<file path="config.mk">
export PLATFORM = sky130hd
export DESIGN_NAME = hbc_chop_control
export DESIGN_NICKNAME = d
export VERILOG_FILES = /design/src/logic/hbc_pkg.sv /design/src/logic/hbc_chop_control.sv
export SDC_FILE = /design/constraint.sdc
export NUM_CORES = 1
export LEC_CHECK = 0
export BUFFER_PORTS_ARGS = -buffer_cell sky130_fd_sc_hd__buf_4
export CORE_MARGIN = 3
export CORE_UTILIZATION = 45
export DETAILED_ROUTE_END_ITERATION = 8
export PLACE_DENSITY = 0.68
export SLEW_MARGIN = 20
export SYNTH_ARGS = -nofsm -noshare
export SYNTH_HDL_FRONTEND = slang
export SYNTH_SLANG_ARGS = --single-unit
</file>
<file path="constraint.sdc">
create_clock -name clk_sys -period 7.5 [get_ports clk_sys]
set_clock_uncertainty 0.15 [all_clocks]
set_input_delay 0.375 -clock clk_sys [delete_from_list [all_inputs] [get_ports clk_sys]]
set_output_delay 0.375 -clock clk_sys [all_outputs]
set_load 0.01 [all_outputs]
</file>
<file path="src/logic/hbc_pkg.sv">
package hbc_pkg;

   // timing base
   localparam int CLK_HZ       = 20_000_000;
   localparam int STARTUP_US   = 20;
   localparam int STARTUP_CYC  = (STARTUP_US * (CLK_HZ / 1_000_000));
   localparam int INT_OSC_HZ   = 920_000;
   localparam int INT_OSC_DIV  = (CLK_HZ + INT_OSC_HZ / 2) / INT_OSC_HZ;
   localparam int DEAD_NS      = 400;
   localparam int DEAD_CYC     = (DEAD_NS * (CLK_HZ / 1_000_000) + 999) / 1000;

   // chopping sequence, in oscillator ticks
   localparam logic [3:0] CHOP_LAST   = 4'hf;
   localparam logic [2:0] FAST_TICKS  = 3'h6;
   localparam logic [2:0] BLANK_LONG  = 3'h6;
   localparam logic [2:0] BLANK_SHORT = 3'h4;

   // register map
   localparam logic [11:0] ADDR_CTRL   = 12'h000;
   localparam logic [11:0] ADDR_STATUS = 12'h004;
   localparam logic [7:0]  OSC_DIV_RST = 8'h1a;
   localparam logic [7:0]  OSC_DIV_MIN = 8'h02;

   // status field positions
   localparam int ST_FAULT   = 0;
   localparam int ST_SINGLE  = 2;
   localparam int ST_OSC_INT = 3;
   localparam int ST_STBY    = 4;
   localparam int ST_BOOT    = 5;
   localparam int ST_PHASE_A = 8;
   localparam int ST_PHASE_B = 10;

   // fault codes, numeric order is severity order
   typedef enum logic [1:0] {
      FLT_NONE = 2'b00,
      FLT_OPEN = 2'b01,
      FLT_OVC  = 2'b10,
      FLT_TEMP = 2'b11
   } hbc_fault_t;

   typedef enum logic [1:0] {
      PH_CHARGE = 2'b00,
      PH_FAST   = 2'b01,
      PH_SLOW   = 2'b10
   } hbc_phase_t;

   typedef struct packed {
      logic oe;
      logic val;
   } hbc_pin_t;

   typedef struct packed {
      hbc_pin_t pos;
      hbc_pin_t neg;
   } hbc_bridge_out_t;

   typedef struct packed {
      logic pwm;
      logic dir1;
      logic dir2;
   } hbc_bridge_in_t;

   typedef struct packed {
      logic [8:0]            boot_cnt;
      logic                  booting;
      logic                  first_boot;
      logic                  mode_single;
      logic                  osc_internal;
      logic                  stby;
      hbc_fault_t            fault;
      logic [7:0]            osc_div;
      logic [7:0]            osc_cnt;
      logic [3:0]            chop_cnt;
      hbc_phase_t [1:0]      phase;
      logic [1:0][2:0]       fast_cnt;
      logic [1:0][2:0]       blank_cnt;
      logic [1:0][1:0]       dir_prev;
      logic [1:0][3:0]       dead_cnt;
      hbc_bridge_out_t [1:0] out;
      logic                  pready;
      logic                  pslverr;
      logic [31:0]           prdata;
   } hbc_state_t;

endpackage

</file>
<file path="src/logic/hbc_chop_control.sv">
// Contract
// - blank detection on every direction input change
// - mode high: bridges paralleled, low: independent
// - mode sampled in the startup after power only, not after standby, then held
// - single mode: A inputs drive both bridges
// - dual mode: bridge B uses own inputs
// - pwm low: 00 hi-z, else short brake
// - pwm high: 00 off, 10/01 drive, 11 brake
// - standby when all relevant inputs low
// - flags released normally, pulled on faults
// - open load pulls second flag only
// - overcurrent pulls first flag only
// - over temperature pulls both flags
// - fault held until power or standby
// - oscillator source detected in startup window
// - chopping period is sixteen oscillator clocks
// - period cycles charge, fast, slow decay
// - charge until threshold, then fast decay
// - fast decay six clocks, then slow decay
// - late threshold keeps fast decay to end
// - blank six clocks if select high, else four
// - blanking starts at every charge phase
// - dead time about 400 ns between switchings
`timescale 1ns/1ps
module hbc_chop_control
   import hbc_pkg::*;
(
   // clock and reset
   input  wire logic        clk_sys,
   input  wire logic        reset,
   // apb slave
   input  wire logic [11:0] paddr,
   input  wire logic        psel,
   input  wire logic        penable,
   input  wire logic        pwrite,
   input  wire logic [31:0] pwdata,
   output logic      [31:0] prdata,
   output logic             pready,
   output logic             pslverr,
   // control pins
   input  wire logic        bridge_mode_select,
   input  wire logic        osc_set_pin,
   input  wire logic        blank_length_select,
   input  wire logic        bridge_a_pwm,
   input  wire logic        bridge_a_dir1,
   input  wire logic        bridge_a_dir2,
   input  wire logic        bridge_b_pwm,
   input  wire logic        bridge_b_dir1,
   input  wire logic        bridge_b_dir2,
   // fault detectors and current comparators
   input  wire logic        over_temp_fault,
   input  wire logic        over_current_fault,
   input  wire logic        open_load_fault,
   input  wire logic [1:0]  current_threshold,
   // bridge outputs, value plus enable
   output logic             bridge_a_out_pos,
   output logic             bridge_a_out_pos_oe,
   output logic             bridge_a_out_neg,
   output logic             bridge_a_out_neg_oe,
   output logic             bridge_b_out_pos,
   output logic             bridge_b_out_pos_oe,
   output logic             bridge_b_out_neg,
   output logic             bridge_b_out_neg_oe,
   // open-drain fault flags
   output logic             fault_flag_first,
   output logic             fault_flag_first_oe,
   output logic             fault_flag_second,
   output logic             fault_flag_second_oe
);

   hbc_state_t state_reg;
   hbc_state_t state_next;

   // status word as software reads it
   function automatic logic [31:0] status_word(input hbc_state_t s);
      logic [31:0] w;
      w = 32'h0000_0000;
      w[ST_FAULT +: 2]   = s.fault;
      w[ST_SINGLE]       = s.mode_single;
      w[ST_OSC_INT]      = s.osc_internal;
      w[ST_STBY]         = s.stby;
      w[ST_BOOT]         = s.booting;
      w[ST_PHASE_A +: 2] = s.phase[0];
      w[ST_PHASE_B +: 2] = s.phase[1];
      return w;
   endfunction

   // input decode to the wanted output state, chopping applied
   function automatic hbc_bridge_out_t decode(input hbc_bridge_in_t i, input hbc_phase_t ph);
      hbc_bridge_out_t o;
      o = '0;
      if (!i.pwm) begin
         if (i.dir1 || i.dir2) begin
            o = '{pos: '{1'b1, 1'b0}, neg: '{1'b1, 1'b0}};
         end
      end else begin
         case ({i.dir1, i.dir2})
            2'b10: o = '{pos: '{1'b1, 1'b1}, neg: '{1'b1, 1'b0}};
            2'b01: o = '{pos: '{1'b1, 1'b0}, neg: '{1'b1, 1'b1}};
            2'b11: o = '{pos: '{1'b1, 1'b0}, neg: '{1'b1, 1'b0}};
            default: o = '0;
         endcase
         if (i.dir1 != i.dir2) begin
            case (ph)
               PH_FAST: begin
                  o.pos.val = ~o.pos.val; // reverse drive returns current to supply
                  o.neg.val = ~o.neg.val;
               end
               PH_SLOW: begin
                  o.pos.val = 1'b0;
                  o.neg.val = 1'b0;
               end
               default: ;
            endcase
         end
      end
      return o;
   endfunction

   // next-state logic
   always_comb begin
      hbc_bridge_in_t  a_in;
      hbc_bridge_in_t  b_in;
      hbc_bridge_in_t  cur_in;
      hbc_bridge_out_t tgt;
      logic            idle;
      logic            tick;
      logic            wrap;
      logic            thr;
      logic [7:0]      div;
      logic [2:0]      blen;
      hbc_fault_t      code;
      state_next = state_reg;
      a_in       = '{bridge_a_pwm, bridge_a_dir1, bridge_a_dir2};
      b_in       = '{bridge_b_pwm, bridge_b_dir1, bridge_b_dir2};
      cur_in     = a_in;
      tgt        = '0;
      tick       = 1'b0;
      wrap       = 1'b0;
      thr        = 1'b0;
      blen       = blank_length_select ? BLANK_LONG : BLANK_SHORT;
      div        = 8'h00;
      code       = FLT_NONE;

      // apb: one wait state, then a one-cycle answer
      state_next.pready  = 1'b0;
      state_next.pslverr = 1'b0;
      if (psel && penable && !state_reg.pready) begin
         state_next.pready = 1'b1;
         case (paddr)
            ADDR_CTRL: begin
               if (pwrite) begin
                  state_next.osc_div = pwdata[7:0];
               end
               state_next.prdata = {24'h00_0000, state_reg.osc_div};
            end
            ADDR_STATUS: begin
               state_next.prdata = status_word(state_reg);
            end
            default: begin
               state_next.pslverr = 1'b1;
               state_next.prdata  = 32'h0000_0000;
            end
         endcase
      end

      // idle detection for standby
      if (state_reg.mode_single) begin
         idle = !(a_in.pwm || a_in.dir1 || a_in.dir2);
      end else begin
         idle = !(a_in.pwm || a_in.dir1 || a_in.dir2 || b_in.pwm || b_in.dir1 || b_in.dir2);
      end

      // startup window after power or after standby
      if (state_reg.booting) begin
         state_next.boot_cnt     = state_reg.boot_cnt + 9'h001;
         state_next.osc_internal = !osc_set_pin;
         if (state_reg.first_boot) begin
            state_next.mode_single = bridge_mode_select;
         end
         if (state_reg.boot_cnt == 9'(STARTUP_CYC - 1)) begin
            state_next.booting    = 1'b0;
            state_next.first_boot = 1'b0;
         end
      end else if (state_reg.stby) begin
         if (!idle) begin
            state_next.stby     = 1'b0;
            state_next.booting  = 1'b1;
            state_next.boot_cnt = 9'h000;
         end
      end else if (idle) begin
         state_next.stby  = 1'b1;
         state_next.fault = FLT_NONE;
      end

      // fault capture, the more severe code wins and sticks
      if (over_temp_fault) begin
         code = FLT_TEMP;
      end else if (over_current_fault) begin
         code = FLT_OVC;
      end else if (open_load_fault) begin
         code = FLT_OPEN;
      end
      if (!state_reg.stby && !state_reg.booting && code > state_reg.fault) begin
         state_next.fault = code;
      end

      // oscillator tick and chopping period counter
      div = state_reg.osc_internal ? 8'(INT_OSC_DIV) : state_reg.osc_div;
      if (div < OSC_DIV_MIN) begin
         div = OSC_DIV_MIN;
      end
      if (state_reg.stby || state_reg.booting) begin
         state_next.osc_cnt  = 8'h00;
         state_next.chop_cnt = 4'h0;
      end else if (state_reg.osc_cnt >= div - 8'h01) begin
         state_next.osc_cnt  = 8'h00;
         tick                = 1'b1;
         state_next.chop_cnt = state_reg.chop_cnt + 4'h1;
         wrap                = (state_reg.chop_cnt == CHOP_LAST);
      end else begin
         state_next.osc_cnt = state_reg.osc_cnt + 8'h01;
      end

      // per-bridge sequencer, output decode and dead time
      for (int b = 0; b < 2; b++) begin
         if (b == 1 && !state_reg.mode_single) begin
            cur_in = b_in;
            thr    = current_threshold[1];
         end else begin
            cur_in = a_in;
            thr    = current_threshold[0];
         end

         // blanking on direction edges and charge start
         state_next.dir_prev[b] = {cur_in.dir1, cur_in.dir2};
         if ({cur_in.dir1, cur_in.dir2} != state_reg.dir_prev[b]) begin
            state_next.blank_cnt[b] = blen;
         end else if (tick && state_reg.blank_cnt[b] != 3'h0) begin
            state_next.blank_cnt[b] = state_reg.blank_cnt[b] - 3'h1;
         end

         // chopping phases
         if (state_reg.stby || state_reg.booting) begin
            state_next.phase[b] = PH_CHARGE;
         end else if (wrap) begin
            state_next.phase[b]     = PH_CHARGE;
            state_next.blank_cnt[b] = blen;
         end else begin
            case (state_reg.phase[b])
               PH_CHARGE: begin
                  if (thr && state_reg.blank_cnt[b] == 3'h0) begin
                     state_next.phase[b]    = PH_FAST;
                     state_next.fast_cnt[b] = FAST_TICKS;
                  end
               end
               PH_FAST: begin
                  if (tick) begin
                     state_next.fast_cnt[b] = state_reg.fast_cnt[b] - 3'h1;
                     if (state_reg.fast_cnt[b] == 3'h1) begin
                        state_next.phase[b] = PH_SLOW;
                     end
                  end
               end
               PH_SLOW: ;
               default: state_next.phase[b] = PH_CHARGE;
            endcase
         end

         // wanted outputs, all off while idle, starting or faulted
         if (!(state_reg.stby || state_reg.booting || state_reg.fault != FLT_NONE)) begin
            tgt = decode(cur_in, state_reg.phase[b]);
         end else begin
            tgt = '0;
         end

         // pass through all-off for the dead time before a new drive
         // a pending dead time keeps running even if the target returns to off
         if (tgt == state_reg.out[b]) begin
            if (state_reg.dead_cnt[b] != 4'h0) begin
               state_next.dead_cnt[b] = state_reg.dead_cnt[b] - 4'h1;
            end
         end else if (state_reg.out[b].pos.oe || state_reg.out[b].neg.oe) begin
            state_next.out[b]      = '0;
            state_next.dead_cnt[b] = 4'(DEAD_CYC);
         end else if (state_reg.dead_cnt[b] != 4'h0) begin
            state_next.dead_cnt[b] = state_reg.dead_cnt[b] - 4'h1;
         end else begin
            state_next.out[b] = tgt;
         end
      end
   end

   // state register
   always_ff @(posedge clk_sys) begin
      if (reset) begin
         state_reg            <= '0;
         state_reg.booting    <= 1'b1;
         state_reg.first_boot <= 1'b1;
         state_reg.osc_div    <= OSC_DIV_RST;
      end else begin
         state_reg <= state_next;
      end
   end

   // outputs straight from the state register
   assign prdata               = state_reg.prdata;
   assign pready               = state_reg.pready;
   assign pslverr              = state_reg.pslverr;
   assign bridge_a_out_pos     = state_reg.out[0].pos.val;
   assign bridge_a_out_pos_oe  = state_reg.out[0].pos.oe;
   assign bridge_a_out_neg     = state_reg.out[0].neg.val;
   assign bridge_a_out_neg_oe  = state_reg.out[0].neg.oe;
   assign bridge_b_out_pos     = state_reg.out[1].pos.val;
   assign bridge_b_out_pos_oe  = state_reg.out[1].pos.oe;
   assign bridge_b_out_neg     = state_reg.out[1].neg.val;
   assign bridge_b_out_neg_oe  = state_reg.out[1].neg.oe;

   // open drain flags: always drive low when enabled
   assign fault_flag_first     = 1'b0;
   assign fault_flag_second    = 1'b0;
   assign fault_flag_first_oe  = state_reg.fault[1];
   assign fault_flag_second_oe = state_reg.fault[0];

endmodule

</file>
# After elaboration in Yosys (flattened, before gate mapping)
# Index checks and enable logic that the tools add are counted.
[totals] out_inout_bits=46 reg_bits=106 word_cells=220
[classes] bitwise_logic=11 addsub=10 eq_ne=32 mux=78 reduce_logical=55 magnitude_cmp=3
[op_table] op="$mux W4" n=20
[op_table] op="$mux W3" n=14
[op_table] op="$mux W34" n=1
[op_table] op="$mux W10" n=3
[op_table] op="$mux W2" n=13
[op_table] op="$pmux W12 S2" n=1
[op_table] op="$pmux W4 S3" n=2
[op_table] op="$mux W8" n=2
[op_table] op="$mux W1" n=14
[op_table] op="$ne A2 B2 Y1 const B" n=7
[op_table] op="$eq A12 B3 Y1 const B" n=1
[op_table] op="$eq A2 B2 Y1 const B" n=6
[op_table] op="$logic_not A12 Y1" n=1
[op_table] op="$pmux W2 S3" n=2
[op_table] op="$pmux W3 S2" n=2
[op_table] op="$sub A3 B1 Y3 const B" n=4
[op_table] op="$logic_or A1 B1 Y1" n=11
[op_table] op="$not A1 Y1" n=11
[op_table] op="$reduce_and A2 Y1" n=5
[op_table] op="$reduce_and A5 Y1" n=2
[op_table] op="$reduce_bool A2 Y1" n=5
[op_table] op="$add A9 B1 Y9 const B" n=1
[op_table] op="$eq A9 B9 Y1 const B" n=1
[op_table] op="$add A8 B1 Y8 const B" n=1
[op_table] op="other kinds (24)" n=59

# Depth between registers and ports, before layout
[logic_depth] depth_word=13 mapped_depth=16

# Least setup slack after synthesis
# No wires, ideal clock.
[synth_timing] kind="register -> register" start="register state_reg[84] (netlist name)" end="register state_reg[61] (netlist name)" arrival_time_ns=2.994 period_less_slack_ns=3.266 setup_ns=0.122 stages_incl_launch_ff=15 slack_ns=4.234 cell_sequence="dfxtp_1 -> nor4_1 -> nor2b_1 -> a21oi_1 -> nor2b_1 -> ha_1 -> nand2_1 -> xnor2_1 -> nand2b_1 -> ha_1 -> o21ai_0 -> o21ba_2 -> nor2_1 -> or3_4 -> o311a_1"
[synth_between] elab_chain_cells=9
[synth_rtl] item="start, declared" line="hbc_chop_control.sv:71" source="hbc_state_t state_reg;"
[synth_rtl] item="start signal, assigned" line="hbc_chop_control.sv:302" source="state_reg <= state_next;"
[synth_rtl] item="$mux W8 *" line="hbc_chop_control.sv:209" source="div = state_reg.osc_internal ? 8'(INT_OSC_DIV) : state_reg.osc_div;"
[synth_rtl] item="$lt A8 B2 Y1" line="hbc_chop_control.sv:210" source="if (div < OSC_DIV_MIN) begin"
[synth_rtl] item="$mux W8 *" line="hbc_chop_control.sv:210"
[synth_rtl] item="$sub A8 B1 Y8 *" line="hbc_chop_control.sv:216" source="end else if (state_reg.osc_cnt >= div - 8'h01) begin"
[synth_rtl] item="$ge A8 B8 Y1 *" line="hbc_chop_control.sv:216"
[synth_rtl] item="$mux W1" line="hbc_chop_control.sv:216"
[synth_rtl] item="$mux W1" line="hbc_chop_control.sv:213" source="if (state_reg.stby || state_reg.booting) begin"
[synth_rtl] item="$ne A2 B2 Y1 (no line) or $not A1 Y1 (tied branches)"
[synth_rtl] item="$reduce_and A5 Y1 (no line) *"
# Mark *: on every way between the ends. The rest lies on a longest branch, timed or not.
# A chain may end at the register's enable or synchronous reset.

# Worst setup path in the final report
[layout_timing] start="register state_reg[84] (netlist name)" end="register state_reg[66] (netlist name)"
[layout_between] elab_chain_cells=9
[layout_rtl] item="$mux W8 *" line="hbc_chop_control.sv:209"
[layout_rtl] item="$lt A8 B2 Y1" line="hbc_chop_control.sv:210"
[layout_rtl] item="$mux W8 *" line="hbc_chop_control.sv:210"
[layout_rtl] item="$sub A8 B1 Y8 *" line="hbc_chop_control.sv:216"
[layout_rtl] item="$ge A8 B8 Y1 *" line="hbc_chop_control.sv:216"
[layout_rtl] item="$mux W1" line="hbc_chop_control.sv:216"
[layout_rtl] item="$mux W1" line="hbc_chop_control.sv:213"
[layout_rtl] item="$ne A2 B2 Y1 (no line)"
[layout_rtl] item="$reduce_and A4 Y1 (no line)"
# Marked as above.

==> flow_summary_export.csv <==
group,metric,value,unit
global_route,grt_pass1_vias,4342,
clock_tree,clock_path_buffers,2,
logic_synthesis,synth_top_area_share,32.6,%
placement,port_buffers,62,
detailed_routing,drt_first_iter_violations,261,
cells_and_area,antenna_cells,0,
min_path,min_from,"osc_set_pin",
clock_tree,cts_buffers,9,
sta,rsz0062_at_grt,"false",
setup_path,crit_fanout,12,
detailed_routing,totalWireLength,12000,µm
placement,place_congestion,0.864,
logic_synthesis,synth_seq_cells,84,
setup_path,critPathKind,"reg2reg",
sta,setup_slack,3570,ps
cells_and_area,final_cells,797,
logic_synthesis,synth_ff_type,"dfxtp_1",
global_route,grt_max_degree,57,
setup_path,ff2ff_setup_slack,3570,ps
logic_synthesis,synth_most_common_cell,"dfxtp_1",
floorplanning,dieHeight,113,µm
power_and_ir_drop,p_leak,0.00238,µW
clock_tree,clockRootBuffer,"clkbuf_16",
sta,setup_viol,0,
setup_path,crit_start,"state_reg[84]",
run_status,status,"complete, no violations",
clock_tree,cts.htree.levels,3,
floorplanning,core,11000,µm²
global_route,grt_first_pass_wirelength,20100,µm
setup_path,reg2reg_depth,15,
min_path,min_path_type,"in2reg",
power_and_ir_drop,power,1230,µW
power_and_ir_drop,peakVddDrop,0.139,mV
floorplanning,start_util,46.8,%
cells_and_area,fillers,1032,
logic_synthesis,yosys-top-cells-area,"dfxtp_1 (33%), ha_1 (9.2%), buf_4 (5.5%)",
power_and_ir_drop,powerDensity,209,nW/µm²
clock_tree,cts_setup_buffers,0,
placement,hpwlAfterDp,8800,µm
cells_and_area,layout-drive-gt1-share,16.0,%
sta,max_freq,254,MHz
logic_synthesis,ys_async_sr_fraction,0,%
logic_synthesis,synth_xor_area_share,4.41,%
sta,period_needed,3930,ps
setup_path,cp.required,7640,ps
floorplanning,rows,38,
setup_path,cp.arrival,4070,ps
cells_and_area,largest_reg_flops,62,
detailed_routing,drc,0,
sta,finalSetupTns,0,ps
setup_path,crit_path_end_kind,"flop",
detailed_routing,vias_per_cell,5.50,
sta,hold_violations,0,
clock_tree,clkLatencyLatePin,340,ps
logic_synthesis,synth_cell_type_count,72,
logic_synthesis,yosysSeqAreaShare,32.6,%
global_route,overflow,0,
cells_and_area,synthToLayoutAreaGrowth,13.7,%
logic_synthesis,yosys_warnings,0,
detailed_routing,ant_nets,0,
detailed_routing,vias,4385,
logic_synthesis,synth_area,5160,µm²
sta,tightest_slew,972,ps
sta,relSlewSlack,34.9,%
clock_tree,cts_hold_buf,0,
logic_synthesis,synthSimpleGateAreaFrac,22.6,%
floorplanning,fp.dieW,113,µm
logic_synthesis,synth_fa_ha_area_share,9.21,%
floorplanning,io_pins,109,
clock_tree,cts_resized,0,
detailed_routing,post_drt_wl_per_cell,15.0,µm
setup_path,rr_startpoint,"state_reg[84]",
logic_synthesis,netlist_instances,619,
logic_synthesis,synth_edf_count,0,
detailed_routing,dr.pass1.iters,4,
logic_synthesis,synth_area_leader_cell,"dfxtp_1",
floorplanning,die_area,12800,µm²
cells_and_area,nNetsFinal,753,
sta,drv_slew,0,
placement,place_ws,3610,ps
clock_tree,cts_tree,"done",
global_route,grt.total_usage,19.2,%
placement,dp_cells,781,
min_path,holdPathStages,2,
global_route,antenna_found_initial,0,
setup_path,worstSetupStartpointType,"flop",
logic_synthesis,synth_top_family_by_area,"simple AND/OR/NAND/NOR gates",
logic_synthesis,synth_area_per_cell,8.34,µm²
logic_synthesis,synth_compound_area_share,17.5,%
logic_synthesis,synth_common_cells,"dfxtp_1 (84), nor2_1 (68), nand2_1 (43)",
flow_run,drv_cap,0,
sta,finalCritPeriodShare,52.4,%
clock_tree,path_clk_slew,60,ps
clock_tree,clock-sinks,84,
logic_synthesis,synthMuxAreaShare,3.66,%
logic make-up after synthesis:
family	Yosys count
muxes	18
buffers and inverters	96
DFF	84
and+or+nand+nor	229
xor gates and xnor gates	26
other	1
AOI/OAI and AO/OA	127
adders and majority gates	38
layout make-up:
class | count | area (µm²) | share of cell area (%)
Clock buffer | 10 | 239 | 4.07
Clock inverter | 6 | 135 | 2.30
Inverter | 35 | 131 | 2.24
Multi-Input combinational cell | 460 | 3050 | 51.9
Sequential cell | 84 | 1680 | 28.6
Tap cell | 140 | 175 | 2.98
Timing Repair Buffer | 62 | 465 | 7.93
final timing paths:
check | endpoint
worst min-delay path | state_reg[93]
worst max-delay path | state_reg[66]
worst min register to register | prdata[9]
worst max register to register | state_reg[66]
placed cells by master, fill, tap and decap left out, types with 14 or more instances in the layout:
| cell type | n |
|---|---|
| a21oi_1 | 32 |
| buf_4 | 62 |
| conb_1 | 22 |
| dfxtp_1 | 84 |
| ha_1 | 38 |
| inv_1 | 34 |
| mux2i_1 | 14 |
| nand2_1 | 43 |
| nand3_1 | 24 |
| nor2_1 | 68 |
| nor3_1 | 19 |
| o21ai_0 | 21 |
routing by layer:
metal	global-route usage (%)	vias to the layer above	part of all wire, %
met5	0	-	0
met4	7.37	0	1.4
met3	4.12	12	5.3
met2	32.5	109	48
met1	23.9	2073	46
li1	-	2191	-
metrics by stage:
stage | utilization (%) | hold WS (ps) | area, µm²
2_1_floorplan | - | 282 | 5240
3_3_place_gp | 49.9 | 295 | 5500
3_5_place_dp | 49.9 | 299 | 5500
4_1_cts | 53.2 | 50.0 | 5870
5_1_grt | 53.2 | 58.7 | 5870
6_report | 53.2 | 55.5 | 5870
report_power, final:
group | switching [µW] | total, µW | internal [µW] | leakage (µW)
Combinational | 106 | 192 | 85.3 | 0.00153
Clock | 182 | 550 | 368 | 0.000175
Sequential | 16.3 | 487 | 470 | 0.000683
Total | 305 | 1230 | 923 | 0.00238
worst max-delay path, cell delays in order, from the launching register on:
cell and delay [ps]:
dfxtp_1 350, nor4_1 420, nor2b_1 240, a21oi_1 130, nor2b_1 160, ha_1 240, nand2_1 80, xnor2_1 110
nand2b_1 70, ha_1 280, o21ai_0 210, o21ba_2 360, nor2_1 140, nor3_2 370, or4b_1 480, nand2_1 80
Power figures use the tool's default switching activity.
